<file path="src/pkg/hotswap_flags_pkg.sv">
// Package with register map, reset values, bit positions and timing for the warning block.
package hotswap_flags_pkg;
	// Register offsets (command codes).
	localparam logic [7:0] over_temp_warn_threshold_addr       = 8'h51;
	localparam logic [7:0] input_overvolt_warn_threshold_addr  = 8'h57;
	localparam logic [7:0] input_undervolt_warn_threshold_addr = 8'h58;
	localparam logic [7:0] summary_flags_low_addr              = 8'h78;
	localparam logic [7:0] summary_flags_full_addr             = 8'h79;
	localparam logic [7:0] output_voltage_flags_addr           = 8'h7a;
	localparam logic [7:0] input_side_flags_addr               = 8'h7c;
	localparam logic [7:0] clear_faults_cmd                    = 8'h03;
	// Threshold resets and special codes.
	localparam logic [15:0] over_temp_warn_reset        = 16'h07d0;
	localparam logic [15:0] input_overvolt_warn_reset   = 16'h0fff;
	localparam logic [15:0] input_undervolt_warn_reset  = 16'h0000;
	localparam logic [11:0] threshold_disable_high      = 12'hfff;
	localparam logic [11:0] threshold_disable_low       = 12'h000;
	// Summary byte bit positions.
	localparam int summary_off_bit      = 6;
	localparam int summary_in_uv_bit    = 3;
	localparam int summary_temp_bit     = 2;
	localparam int summary_comm_bit     = 1;
	localparam int summary_other_bit    = 0;
	// Summary word upper bit positions.
	localparam int summary_output_voltage_bit     = 15;
	localparam int summary_input_bit    = 13;
	localparam int summary_vendor_bit   = 12;
	localparam int summary_pgood_bit    = 11;
	// Output voltage and input status bit positions.
	localparam int output_voltage_uv_warn_bit     = 5;
	localparam int in_ov_fault_bit      = 7;
	localparam int in_ov_warn_bit       = 6;
	localparam int input_undervolt_warn_flag_bit       = 5;
	localparam int in_uv_fault_bit      = 4;
	localparam int in_oc_fault_bit      = 2;
	localparam int in_oc_warn_bit       = 1;
	localparam int in_op_warn_bit       = 0;
	// Temperature averaging: sixteen round-robin cycles of 1 ms each.
	localparam int temp_avg_samples     = 16;
	localparam int temp_avg_shift       = 4;
	localparam int clk_freq_hz          = 200_000_000;
	localparam int round_robin_us       = 1000;
	localparam int round_robin_cycles   = clk_freq_hz / 1_000_000 * round_robin_us;
endpackage

</file>
<file path="src/verilog/hotswap_warn_limits_and_status_flags.sv">
// Warning thresholds, sticky status flags and alert output of the monitor.
//
// Functional notes
// - Averaged temperature above warn threshold sets temperature flags and alert.
// - Temperature threshold 0..0FFEh, resets 07D0h, top code disables detection.
// - Temperature compared only as average of 16 round-robin samples.
// - Input voltage above over-voltage threshold sets its warn flags and alert.
// - Over-voltage threshold 0..0FFEh, 0FFFh disables and is the reset value.
// - Input voltage below under-voltage threshold sets its warn flags and alert.
// - Under-voltage threshold 1..0FFFh, 0000h disables and is the reset value.
// - Thresholds are read and written as full 16-bit words.
// - Flags are sticky; host removes cause then issues fault clear.
// - Summary bit 6 reads 1 whenever the switch is off; resets to 1.
// - Summary bits 3,2,1,0: input UV fault, temperature, comms, other.
// - Unsupported status bits always read zero.
// - Word bits 15,13,12,11: output, input, vendor, power-good negated.
// - Word low byte equals summary byte; bit 0 covers everything else.
// - Input and UV fault summary flags start at 1, clear at first lockout exit.
// - Input UV warn bit starts at 1, clears at first lockout exit.
// - Output voltage flags: only bit 5, output UV warning, is live.
// - Input flags 7..4 OV fault, OV warn, UV warn, UV fault; 2..0 OC/OP.
// - Status reads change no flag.
// - Fault clear command resets flags and alert; present conditions set again.
`timescale 1ns/1ps
`default_nettype none
module hotswap_warn_limits_and_status_flags (
	// Clock and reset.
	input  wire logic        clk,
	input  wire logic        sys_rst,
	// Register access from the protocol engine.
	input  wire logic [7:0]  reg_addr,
	input  wire logic        reg_write,
	input  wire logic [15:0] reg_wdata,
	input  wire logic        reg_read,
	output logic      [15:0] reg_rdata,
	input  wire logic        send_byte,
	input  wire logic [7:0]  send_cmd,
	// Telemetry.
	input  wire logic [11:0] temp_sample,
	input  wire logic        temp_sample_valid,
	input  wire logic [11:0] input_voltage,
	input  wire logic        input_voltage_valid,
	// Condition events from the rest of the device.
	input  wire logic        switch_on,
	input  wire logic        above_lockout,
	input  wire logic        input_undervolt_fault_event,
	input  wire logic        input_overvolt_fault_event,
	input  wire logic        input_overcurrent_fault_event,
	input  wire logic        input_overcurrent_warn_event,
	input  wire logic        input_overpower_warn_event,
	input  wire logic        output_undervolt_warn_event,
	input  wire logic        over_temp_fault_event,
	input  wire logic        communication_fault_event,
	input  wire logic        vendor_specific_event,
	input  wire logic        power_good_negated_event,
	// Alert line, open drain: enable low means pulled low.
	output logic             alert_out,
	output logic             alert_oe_n
);
	logic [15:0] ot_thr_reg, ot_thr_next;
	logic [15:0] ov_thr_reg, ov_thr_next;
	logic [15:0] uv_thr_reg, uv_thr_next;
	logic        ot_warn_reg, ot_warn_next;
	logic        ot_fault_reg, ot_fault_next;
	logic        ov_warn_reg, ov_warn_next;
	logic        uv_warn_reg, uv_warn_next;
	logic        uv_fault_reg, uv_fault_next;
	logic        ov_fault_reg, ov_fault_next;
	logic        oc_fault_reg, oc_fault_next;
	logic        oc_warn_reg, oc_warn_next;
	logic        op_warn_reg, op_warn_next;
	logic        output_voltage_uv_reg, output_voltage_uv_next;
	logic        comm_reg, comm_next;
	logic        vendor_reg, vendor_next;
	logic        pgood_reg, pgood_next;
	logic        startup_reg, startup_next;
	logic [15:0] rdata_reg, rdata_next;
	logic        lockout_meta_reg, lockout_sync_reg;
	logic [11:0] temp_avg;
	logic        temp_avg_valid;
	logic        clear_all;
	logic        ot_hit, ov_hit, uv_hit;
	logic [7:0]  summary_low;
	logic [15:0] summary_full;
	logic [7:0]  output_voltage_flags;
	logic [7:0]  input_flags;

	// Averaging lives in its own module so detection sees only full averages.
	temp_averager averager (
		.clk           (clk),
		.sys_rst       (sys_rst),
		.sample        (temp_sample),
		.sample_valid  (temp_sample_valid),
		.average       (temp_avg),
		.average_valid (temp_avg_valid)
	);

	// A threshold at its disabling code never matches.
	function automatic logic above_limit(input logic [11:0] value,
		input logic [15:0] limit);
		above_limit = (limit[11:0] != hotswap_flags_pkg::threshold_disable_high)
			&& (value > limit[11:0]);
	endfunction

	assign clear_all = send_byte
		&& (send_cmd == hotswap_flags_pkg::clear_faults_cmd);
	assign ot_hit = temp_avg_valid && above_limit(temp_avg, ot_thr_reg);
	assign ov_hit = input_voltage_valid
		&& above_limit(input_voltage, ov_thr_reg);
	assign uv_hit = input_voltage_valid
		&& (uv_thr_reg[11:0] != hotswap_flags_pkg::threshold_disable_low)
		&& (input_voltage < uv_thr_reg[11:0]);

	// Threshold writes store the whole word.
	always_comb begin
		ot_thr_next = ot_thr_reg;
		ov_thr_next = ov_thr_reg;
		uv_thr_next = uv_thr_reg;
		if (reg_write) begin
			case (reg_addr)
			hotswap_flags_pkg::over_temp_warn_threshold_addr: begin
				ot_thr_next = reg_wdata;
			end
			hotswap_flags_pkg::input_overvolt_warn_threshold_addr: begin
				ov_thr_next = reg_wdata;
			end
			hotswap_flags_pkg::input_undervolt_warn_threshold_addr: begin
				uv_thr_next = reg_wdata;
			end
			default: begin
			end
			endcase
		end
	end

	// Sticky flags: a new event in the clearing cycle wins over the clear.
	always_comb begin
		ot_warn_next  = (ot_warn_reg && !clear_all) || ot_hit;
		ot_fault_next = (ot_fault_reg && !clear_all) || over_temp_fault_event;
		ov_warn_next  = (ov_warn_reg && !clear_all) || ov_hit;
		uv_warn_next  = (uv_warn_reg && !clear_all) || uv_hit;
		uv_fault_next = (uv_fault_reg && !clear_all)
			|| input_undervolt_fault_event;
		ov_fault_next = (ov_fault_reg && !clear_all)
			|| input_overvolt_fault_event;
		oc_fault_next = (oc_fault_reg && !clear_all)
			|| input_overcurrent_fault_event;
		oc_warn_next  = (oc_warn_reg && !clear_all)
			|| input_overcurrent_warn_event;
		op_warn_next  = (op_warn_reg && !clear_all)
			|| input_overpower_warn_event;
		output_voltage_uv_next  = (output_voltage_uv_reg && !clear_all)
			|| output_undervolt_warn_event;
		comm_next     = (comm_reg && !clear_all) || communication_fault_event;
		vendor_next   = (vendor_reg && !clear_all) || vendor_specific_event;
		pgood_next    = (pgood_reg && !clear_all) || power_good_negated_event;
		// Startup flags drop on the first lockout exit and never return.
		startup_next  = startup_reg && !lockout_sync_reg;
	end

	// Status images; unsupported bits stay zero.
	always_comb begin
		summary_low = 8'h00;
		summary_low[hotswap_flags_pkg::summary_off_bit]   = !switch_on;
		summary_low[hotswap_flags_pkg::summary_in_uv_bit] = uv_fault_reg
			|| startup_reg;
		summary_low[hotswap_flags_pkg::summary_temp_bit]  = ot_warn_reg
			|| ot_fault_reg;
		summary_low[hotswap_flags_pkg::summary_comm_bit]  = comm_reg;
		// Bit 0 gathers every stored flag that bits 7 to 1 do not show.
		summary_low[hotswap_flags_pkg::summary_other_bit] = vendor_reg
			|| pgood_reg || output_voltage_uv_reg || ov_fault_reg || ov_warn_reg
			|| uv_warn_reg || oc_fault_reg || oc_warn_reg
			|| op_warn_reg;
		output_voltage_flags = 8'h00;
		output_voltage_flags[hotswap_flags_pkg::output_voltage_uv_warn_bit] = output_voltage_uv_reg;
		input_flags = 8'h00;
		input_flags[hotswap_flags_pkg::in_ov_fault_bit] = ov_fault_reg;
		input_flags[hotswap_flags_pkg::in_ov_warn_bit]  = ov_warn_reg;
		input_flags[hotswap_flags_pkg::input_undervolt_warn_flag_bit]  = uv_warn_reg
			|| startup_reg;
		input_flags[hotswap_flags_pkg::in_uv_fault_bit] = uv_fault_reg;
		input_flags[hotswap_flags_pkg::in_oc_fault_bit] = oc_fault_reg;
		input_flags[hotswap_flags_pkg::in_oc_warn_bit]  = oc_warn_reg;
		input_flags[hotswap_flags_pkg::in_op_warn_bit]  = op_warn_reg;
		summary_full = {8'h00, summary_low};
		summary_full[hotswap_flags_pkg::summary_output_voltage_bit]   = output_voltage_uv_reg;
		summary_full[hotswap_flags_pkg::summary_input_bit]  = (|input_flags);
		summary_full[hotswap_flags_pkg::summary_vendor_bit] = vendor_reg;
		summary_full[hotswap_flags_pkg::summary_pgood_bit]  = pgood_reg;
	end

	// Reads only sample the images; no flag changes on a read.
	always_comb begin
		rdata_next = rdata_reg;
		if (reg_read) begin
			case (reg_addr)
			hotswap_flags_pkg::over_temp_warn_threshold_addr: begin
				rdata_next = ot_thr_reg;
			end
			hotswap_flags_pkg::input_overvolt_warn_threshold_addr: begin
				rdata_next = ov_thr_reg;
			end
			hotswap_flags_pkg::input_undervolt_warn_threshold_addr: begin
				rdata_next = uv_thr_reg;
			end
			hotswap_flags_pkg::summary_flags_low_addr: begin
				rdata_next = {8'h00, summary_low};
			end
			hotswap_flags_pkg::summary_flags_full_addr: begin
				rdata_next = summary_full;
			end
			hotswap_flags_pkg::output_voltage_flags_addr: begin
				rdata_next = {8'h00, output_voltage_flags};
			end
			hotswap_flags_pkg::input_side_flags_addr: begin
				rdata_next = {8'h00, input_flags};
			end
			default: begin
				rdata_next = 16'h0000;
			end
			endcase
		end
	end

	always_ff @(posedge clk) begin
		if (sys_rst) begin
			ot_thr_reg       <= hotswap_flags_pkg::over_temp_warn_reset;
			ov_thr_reg       <= hotswap_flags_pkg::input_overvolt_warn_reset;
			uv_thr_reg       <= hotswap_flags_pkg::input_undervolt_warn_reset;
			ot_warn_reg      <= 1'b0;
			ot_fault_reg     <= 1'b0;
			ov_warn_reg      <= 1'b0;
			uv_warn_reg      <= 1'b0;
			uv_fault_reg     <= 1'b0;
			ov_fault_reg     <= 1'b0;
			oc_fault_reg     <= 1'b0;
			oc_warn_reg      <= 1'b0;
			op_warn_reg      <= 1'b0;
			output_voltage_uv_reg      <= 1'b0;
			comm_reg         <= 1'b0;
			// A fresh part has defaults loaded and power-good not yet up.
			vendor_reg       <= 1'b1;
			pgood_reg        <= 1'b1;
			startup_reg      <= 1'b1;
			rdata_reg        <= 16'h0000;
			lockout_meta_reg <= 1'b0;
			lockout_sync_reg <= 1'b0;
		end else begin
			ot_thr_reg       <= ot_thr_next;
			ov_thr_reg       <= ov_thr_next;
			uv_thr_reg       <= uv_thr_next;
			ot_warn_reg      <= ot_warn_next;
			ot_fault_reg     <= ot_fault_next;
			ov_warn_reg      <= ov_warn_next;
			uv_warn_reg      <= uv_warn_next;
			uv_fault_reg     <= uv_fault_next;
			ov_fault_reg     <= ov_fault_next;
			oc_fault_reg     <= oc_fault_next;
			oc_warn_reg      <= oc_warn_next;
			op_warn_reg      <= op_warn_next;
			output_voltage_uv_reg      <= output_voltage_uv_next;
			comm_reg         <= comm_next;
			vendor_reg       <= vendor_next;
			pgood_reg        <= pgood_next;
			startup_reg      <= startup_next;
			rdata_reg        <= rdata_next;
			lockout_meta_reg <= above_lockout;
			lockout_sync_reg <= lockout_meta_reg;
		end
	end

	assign reg_rdata = rdata_reg;
	// Alert pulls low while any stored warning or fault other than the startup flag is pending.
	assign alert_out  = 1'b0;
	assign alert_oe_n = !(ot_warn_reg || ot_fault_reg || ov_warn_reg
		|| uv_warn_reg || uv_fault_reg || ov_fault_reg || oc_fault_reg
		|| oc_warn_reg || op_warn_reg || output_voltage_uv_reg || comm_reg
		|| vendor_reg || pgood_reg);
endmodule // hotswap_warn_limits_and_status_flags
`default_nettype wire

</file>
<file path="src/verilog/temp_averager.sv">
// Sixteen-sample running accumulator that yields one averaged temperature.
`timescale 1ns/1ps
`default_nettype none
module temp_averager (
	// Clock and reset.
	input  wire logic        clk,
	input  wire logic        sys_rst,
	// Raw samples.
	input  wire logic [11:0] sample,
	input  wire logic        sample_valid,
	// Averaged result.
	output logic      [11:0] average,
	output logic             average_valid
);
	logic [15:0] sum_reg;
	logic [15:0] sum_next;
	logic [3:0]  count_reg;
	logic [3:0]  count_next;
	logic [11:0] avg_reg;
	logic [11:0] avg_next;
	logic        valid_reg;
	logic        valid_next;

	// The sum is exact for sixteen 12-bit samples; shifting keeps it cheap.
	always_comb begin
		sum_next   = sum_reg;
		count_next = count_reg;
		avg_next   = avg_reg;
		valid_next = 1'b0;
		if (sample_valid) begin
			if (count_reg == 4'(hotswap_flags_pkg::temp_avg_samples - 1)) begin
				avg_next = 12'((sum_reg + {4'h0, sample})
					>> hotswap_flags_pkg::temp_avg_shift);
				valid_next = 1'b1;
				sum_next   = 16'h0000;
				count_next = 4'h0;
			end else begin
				sum_next   = sum_reg + {4'h0, sample};
				count_next = count_reg + 4'h1;
			end
		end
	end

	always_ff @(posedge clk) begin
		if (sys_rst) begin
			sum_reg   <= 16'h0000;
			count_reg <= 4'h0;
			avg_reg   <= 12'h000;
			valid_reg <= 1'b0;
		end else begin
			sum_reg   <= sum_next;
			count_reg <= count_next;
			avg_reg   <= avg_next;
			valid_reg <= valid_next;
		end
	end

	assign average       = avg_reg;
	assign average_valid = valid_reg;
endmodule // temp_averager
`default_nettype wire

</file>
<file path="config.mk">
export PLATFORM = sky130hd
export DESIGN_NAME = hotswap_warn_limits_and_status_flags
export DESIGN_NICKNAME = d
export VERILOG_FILES = /design/src/pkg/hotswap_flags_pkg.sv /design/src/verilog/hotswap_warn_limits_and_status_flags.sv /design/src/verilog/temp_averager.sv
export SDC_FILE = /design/constraint.sdc
export NUM_CORES = 1
export LEC_CHECK = 0
export BUFFER_PORTS_ARGS = -buffer_cell sky130_fd_sc_hd__buf_4
export CELL_PAD_IN_SITES_DETAIL_PLACEMENT = 1
export CELL_PAD_IN_SITES_GLOBAL_PLACEMENT = 1
export CORE_MARGIN = 4
export CORE_UTILIZATION = 47
export CTS_BUF_LIST = sky130_fd_sc_hd__clkbuf_4 sky130_fd_sc_hd__clkbuf_8
export DETAILED_ROUTE_END_ITERATION = 7
export MAX_ROUTING_LAYER = met4
export PLACE_DENSITY_LB_ADDON = 0.3
export SYNTH_ARGS = -nofsm -noshare
export SYNTH_HDL_FRONTEND = slang
export SYNTH_SLANG_ARGS = --single-unit
</file>
<file path="constraint.sdc">
create_clock -name clk -period 4.06 [get_ports clk]
set_clock_uncertainty 0.15 [all_clocks]
set_input_delay 0 -clock clk [delete_from_list [all_inputs] [get_ports clk]]
set_output_delay 0 -clock clk [all_outputs]
set_load 0.05 [all_outputs]
</file>
After elaboration in Yosys (flattened, before gate mapping)
Index checks and enable logic that the tools add are counted.
{"block": "word_totals", "output_inout_bits": 18, "word_cells": 112, "inputBits": 75, "reg_bits": 113}
{"block": "op_classes", "n_addsub": 2, "magnitude_cmp": 3, "muxes": 4, "n_reduce_logical": 67, "eq_ne": 11, "bitwise_logic": 1}
{"cell": "$pmux W16 S7", "n": 1}
{"cell": "$eq A8 B7 Y1 const B", "n": 7}
{"cell": "$logic_or A1 B1 Y1", "n": 35}
{"cell": "$gt A12 B12 Y1", "n": 2}
{"cell": "$ne A12 B12 Y1 const B", "n": 2}
{"cell": "$logic_and A1 B1 Y1", "n": 21}
{"cell": "$add A16 B12 Y16", "n": 1}
{"cell": "$mux W16", "n": 1}
{"cell": "$lt A12 B12 Y1", "n": 1}
{"cell": "$reduce_bool A12 Y1", "n": 1}
{"cell": "$eq A8 B2 Y1 const B", "n": 1}
{"cell": "$reduce_and A2 Y1", "n": 4}
{"cell": "$reduce_or A7 Y1", "n": 1}
{"cell": "$add A4 B1 Y4 const B", "n": 1}
{"cell": "$eq A4 B4 Y1 const B", "n": 1}
{"cell": "$logic_not A1 Y1", "n": 4}
{"cell": "$mux W4", "n": 1}
{"cell": "$reduce_or A2 Y1", "n": 1}
{"cell": "$mux W1", "n": 1}
{"cell": "$not A1 Y1", "n": 1}

Longest topological paths before layout
{"block": "logic_depth", "word_depth": 13, "depth_mapped": 9, "mapped_depth_nobuf": 8}

Modules after synthesis
Synthesis repeated with hierarchy kept, for this count alone.
{"block": "unflattened", "cells_unflattened": 759, "area_unflattened_um2": 6431.2}
{"module": "hotswap_warn_limits_and_status_flags", "cells_each": 523, "area_each_um2": 4414.2, "seq_area_each_um2": 1601.5, "n_inst": 1}
{"module": "temp_averager", "cells_each": 236, "area_each_um2": 2016.9, "seq_area_each_um2": 660.6, "n_inst": 1}

Worst setup path before layout
No wires, ideal clock.
{"block": "synth_path", "kind": "reg-to-output", "startpoint": "reg ov_fault_reg", "endpoint": "out alert_oe_n", "required_time_ns": 3.910, "n_path_buf": 0, "path_stages_with_launch": 5, "t_arrival_ns": 2.686, "setup_slack_ns": 1.224, "path_cell_list": "dfxtp_1 -> nor4_1 -> nand2_1 -> or4_1 -> nor4b_1"}
{"block": "synth_between", "elab_chain_len": 9}
{"item": "start: declaration", "line_no": "hotswap_warn_limits_and_status_flags.sv:68", "text": "logic ov_fault_reg, ov_fault_next;"}
{"item": "start signal: assignment", "line_no": "hotswap_warn_limits_and_status_flags.sv:258", "text": "ov_fault_reg <= ov_fault_next;"}
{"item": "$logic_or A1 B1 Y1 (2 in series)", "line_no": "hotswap_warn_limits_and_status_flags.sv:277", "text": "|| uv_warn_reg || uv_fault_reg || ov_fault_reg || oc_fault_reg"}
{"item": "$logic_or A1 B1 Y1 (4 in series)", "line_no": "hotswap_warn_limits_and_status_flags.sv:278", "text": "|| oc_warn_reg || op_warn_reg || output_voltage_uv_reg || comm_reg"}
{"item": "$logic_or A1 B1 Y1 (2 in series)", "line_no": "hotswap_warn_limits_and_status_flags.sv:279", "text": "|| vendor_reg || pgood_reg);"}
{"item": "$logic_not A1 Y1", "line_no": "hotswap_warn_limits_and_status_flags.sv:276", "text": "assign alert_oe_n = !(ot_warn_reg || ot_fault_reg || ov_warn_reg"}
{"item": "end: declaration", "line_no": "hotswap_warn_limits_and_status_flags.sv:58", "text": "output logic alert_oe_n"}
Every way passes these cells.

Worst setup path in the final report
{"block": "layout_path", "startpoint": "in reg_addr[6]", "endpoint": "reg rdata_reg[6], in the netlist reg_rdata[6]"}
{"block": "layout_between", "elab_chain_len": 2, "word_cells_on_any_way": 8, "classes_between": "eq/ne: 7; mux: 1"}
{"item": "start: declaration", "line_no": "hotswap_warn_limits_and_status_flags.sv:31", "text": "input wire logic [7:0] reg_addr,"}
{"item": "$eq A8 B7 Y1", "line_no": "hotswap_warn_limits_and_status_flags.sv:197", "text": "case (reg_addr)"}
{"item": "$pmux W16 S7 *", "line_no": "hotswap_warn_limits_and_status_flags.sv:197"}
{"item": "end signal: assignment", "line_no": "hotswap_warn_limits_and_status_flags.sv:267", "text": "rdata_reg <= rdata_next;"}
{"item": "end: declaration", "line_no": "hotswap_warn_limits_and_status_flags.sv:77", "text": "logic [15:0] rdata_reg, rdata_next;"}
Mark *: on every way between the ends. The rest lies on a longest branch, timed or not.
A chain may end at the register's enable or synchronous reset.

==> metrics.md <==
| Metric | Value |
|---|---|
| Combinational power share | `0.152` |
| I/O Buffers | `91` |
| CP peak stage delay | `0.86 ns` |
| Synth Warn # | `0` |
| Post-synthesis cell area | `6030 um^2` |
| Post-layout util | `0.616` |
| Pins Over Slew Limit | `0` |
| Syn Nets | `roughly 860` |
| Pre-antenna DRT Iters | `7` |
| Power Density | `362 nW/um^2` |
| Antenna Nets Post-Route | `0` |
| Htree depth | `4` |
| Setup WS pre-CTS | `1.52 ns` |
| Global-route wire length before repair | `about 35000 um` |
| FILL cells | `1502` |
| Switching Fraction | `0.266` |
| Root Buffer Master | `clkbuf_8` |
| CP arrival | `between 3 and 4 ns` |
| Worst Path Required | `4.32 ns` |
| PnR Total Power | `2800 uW` |
| Critical Path, Cell by Cell | `dlygate4sd3_1 -> buf_4 -> nand3b_4 -> or4b_4 -> nor3_4 -> dlygate4sd3_1 -> a21oi_1 -> a311oi_1 -> dlygate4sd3_1` |
| Flop2flop setup slack | `0.79 ns` |
| Hold Crit Depth | `5` |
| Hpwl dp | `roughly 14000 um` |
| CTS tree | `yes` |
| IO Count | `93` |
| Row Count | `41` |
| Clock tree sinks | `113` |
| Detailed-route DRC error count | `0` |
| Syn avg cell area | `8.21 um^2` |
| # diodes | `0` |
| Failing checks | `hold timing` |
| Sw power | `745 uW` |
| LEAKAGE | `roughly 0.0033 uW` |
| Internal power | `2060 uW` |
| Unrepaired setup endpoints after global routing | `no` |
| CTS clk-pin slew, worst paths | `0.08 ns` |
| Worst r2r path cells | `9` |
| Critical path's slowest cell | `dlygate4sd3_1` |
| Initial DRC Count | `573` |
| Worst hold margin | `-0.0265 ns` |
| Hold Violations, Final | `1` |
| Min-Delay Startpoint | `reg_addr[4]` |
| Syn Inst Count | `around 740` |
| Core area | `between 10000 and 15000 um^2` |
| Status | `finished with violations` |
| Worst hold-check path type | `input pin to flip-flop` |
| Number of gates resized after cts | `0` |
| Tcrit/Tclk final | `0.847` |
| Max Cap Viol | `0` |
| CP Launch Type | `input pin` |
| FF-to-FF End | `averager.sum_reg[11]$_SDFFE_PP0P_` |
| Flops & latches, synth | `around 110` |
| Final nets | `989` |
| Slew @ Worst Pin | `approximately 1.0 ns` |
| Total grt overflow | `0` |
| Most frequent CP cell | `dlygate4sd3_1` |
| Clock Power Share | `0.432` |
| Die width | `121 um` |
| Fin crit period | `3.44 ns` |
| Vias | `6455` |
| Hold Path End | `reg_rdata[1]$_SDFFE_PP0P_` |
| Kind of critical path | `input pin to flip-flop` |
| Layout cells sized above 1 | `0.153` |
| Die ar. | `14700 um^2` |
| Share of the yosys chip area belonging to registers | `0.375` |
| Worst Path Max Fanout | `10` |
| Setup-failing EPs final | `0` |
| Post-synth top flop | `dfxtp_1` |
| IR Drop Worst-Case VDD | `about 300 uV` |
| Area growth syn-to-layout | `28.3%` |
| Detail-routed net length per standard cell | `21.2 um` |
| CTS Buffer Depth | `2` |
| Seq pwr share | `0.416` |
| Largest net degree at the start of global routing | `82` |
| Post-synth EDFFs | `0` |
| Clock Latency Late Sink | `0.46 ns` |
| Die Y | `roughly 120 um` |
| Final WS setup | `roughly 0.62 ns` |
| Asr flop ratio synth | `0` |
| Final weighted congestion in routability-driven placement | `0.939` |
| Initial core utilization | `0.480` |
| Total CTS buffers | `17` |
| Initial antenna violation count | `0` |
| Setup TNS | `0 ns` |
| FF-to-FF Start | `averager.sum_reg[3]$_SDFFE_PP0P_` |
| Number of global-route vias before repair | `6778` |
| Max Freq | `291 MHz` |
| GRT Total Usage | `0.316` |
| Relative slew slack | `0.305` |
| Drt via density | `6.15` |
| Critical Path Source | `reg_addr[6]` |
| Worst setup EP type | `flip-flop` |
| Detailed Route WL | `roughly 22000 um` |
| Post-synth cell types | `64` |
==> stage by stage <==
stage	cell area, um^2	std cells
after floorplan	6030	735
after global placement	6730	962
after detailed placement	6730	962
after CTS	7740	1050
after global routing	7740	1050
final	7740	1050
==> cells by family after synthesis <==
group,share of synthesized area
XOR/XNOR,0.0131
multiplexers,0.00332
adder cells (fa/ha/maj),0.103
buffers and inverters,0.0624
other,0.000622
AO/OA/AOI/OAI,0.235
flip-flops,0.375
AND/OR/NAND/NOR,0.208
==> repair_timing <==
| item | 4_1_cts | 5_1_grt |
|---|---|---|
| endpoints found under the hold margin | 93 | 0 |
| hold buffers | 56 | 0 |
| buffers inserted | 0 | 0 |
==> cell type report <==
| cell class | count | area [um^2] | area share |
|---|---|---|---|
| Tap cell | 172 | 215 | 0.0278 |
| Multi-Input combinational cell | 542 | 3390 | 0.438 |
| Timing Repair Buffer | 151 | 1270 | 0.165 |
| Inverter | 40 | 150 | 0.0194 |
| Clock inverter | 11 | 158 | 0.0204 |
| Sequential cell | 113 | 2260 | 0.292 |
| Clock buffer | 21 | 289 | 0.0373 |
==> layout by cell type (no fill, tap or decap), drive strengths merged, types with 21 or more instances in the layout <==
master         n
o211ai        21
clkbuf        21
dfxtp        113
a21oi         77
nor2          67
buf           95
ha            48
inv           39
nand2        102
dlygate4sd3   56
nand3         27
==> worst max-delay path: cells and delay by family <==
kind / cells / cell delay, ns
buf+inv: 4 / 2.11
simple gates: 3 / 1.12
compound gates: 2 / 0.47
==> worst max path at each step <==
stage	to	slack, ns	depth (start not counted)
after floorplan	alert_oe_n	1.22	4
after global placement	ov_thr_reg[15]$_SDFFE_PP0P_	1.71	7
after detailed placement	ov_thr_reg[6]$_SDFFE_PP1P_	1.52	7
after CTS	reg_rdata[13]$_SDFFE_PP0P_	0.79	9
after global routing	reg_rdata[13]$_SDFFE_PP0P_	0.60	9
final	reg_rdata[6]$_SDFFE_PP0P_	0.62	9
==> layer usage <==
layer / vias up / global-route usage / routed length [um]
li1: 2920 / - / -
met1: 3142 / 0.334 / 8340
met2: 283 / 0.559 / 11500
met3: 110 / 0.0667 / 1360
met4: 0 / 0.155 / 1090
met5: - / - / 0
==> synthesized netlist by cell type, types with 2 or more instances <==
cell | count | area (um^2)
a221oi_1 | 7 | 61.3
a22o_1 | 4 | 35.0
a31oi_1 | 6 | 37.5
xnor2_1 | 6 | 52.6
a211o_1 | 5 | 43.8
or3_1 | 2 | 12.5
nand4_1 | 18 | 113
inv_1 | 39 | 146
and2_1 | 3 | 18.8
nand2_1 | 101 | 379
a32oi_1 | 3 | 26.3
o21bai_1 | 2 | 15.0
o21ai_0 | 19 | 95.1
clkbuf_8 | 2 | 27.5
buf_6 | 3 | 33.8
and4_1 | 3 | 26.3
dfxtp_1 | 113 | 2260
a22oi_1 | 17 | 128
o211ai_1 | 21 | 158
and3_1 | 4 | 25.0
xor2_1 | 3 | 26.3
o21a_1 | 3 | 22.5
mux2i_1 | 2 | 20.0
nand2b_1 | 4 | 25.0
nor3_1 | 12 | 60.1
a41oi_1 | 2 | 17.5
nor4_1 | 5 | 31.3
clkbuf_1 | 20 | 75.1
buf_4 | 4 | 30.0
nand3_1 | 27 | 135
ha_1 | 48 | 601
nand4b_1 | 2 | 17.5
nor2b_1 | 8 | 50.1
buf_2 | 10 | 50.1
a222oi_1 | 4 | 40.0
a211oi_1 | 11 | 82.6
a21o_1 | 17 | 128
a311oi_1 | 7 | 61.3
a21oi_1 | 77 | 385
nor2_1 | 67 | 251
==> power by group through the flow <==
stage,combinational (uW),sequential (uW),clock [uW]
after floorplan,209,1210,0
after global placement,354,1190,0
after detailed placement,372,1190,0
after CTS,415,1170,1210
after global routing,465,1170,1270
final,426,1170,1210
No activity file was read; power rests on OpenSTA's default activity.
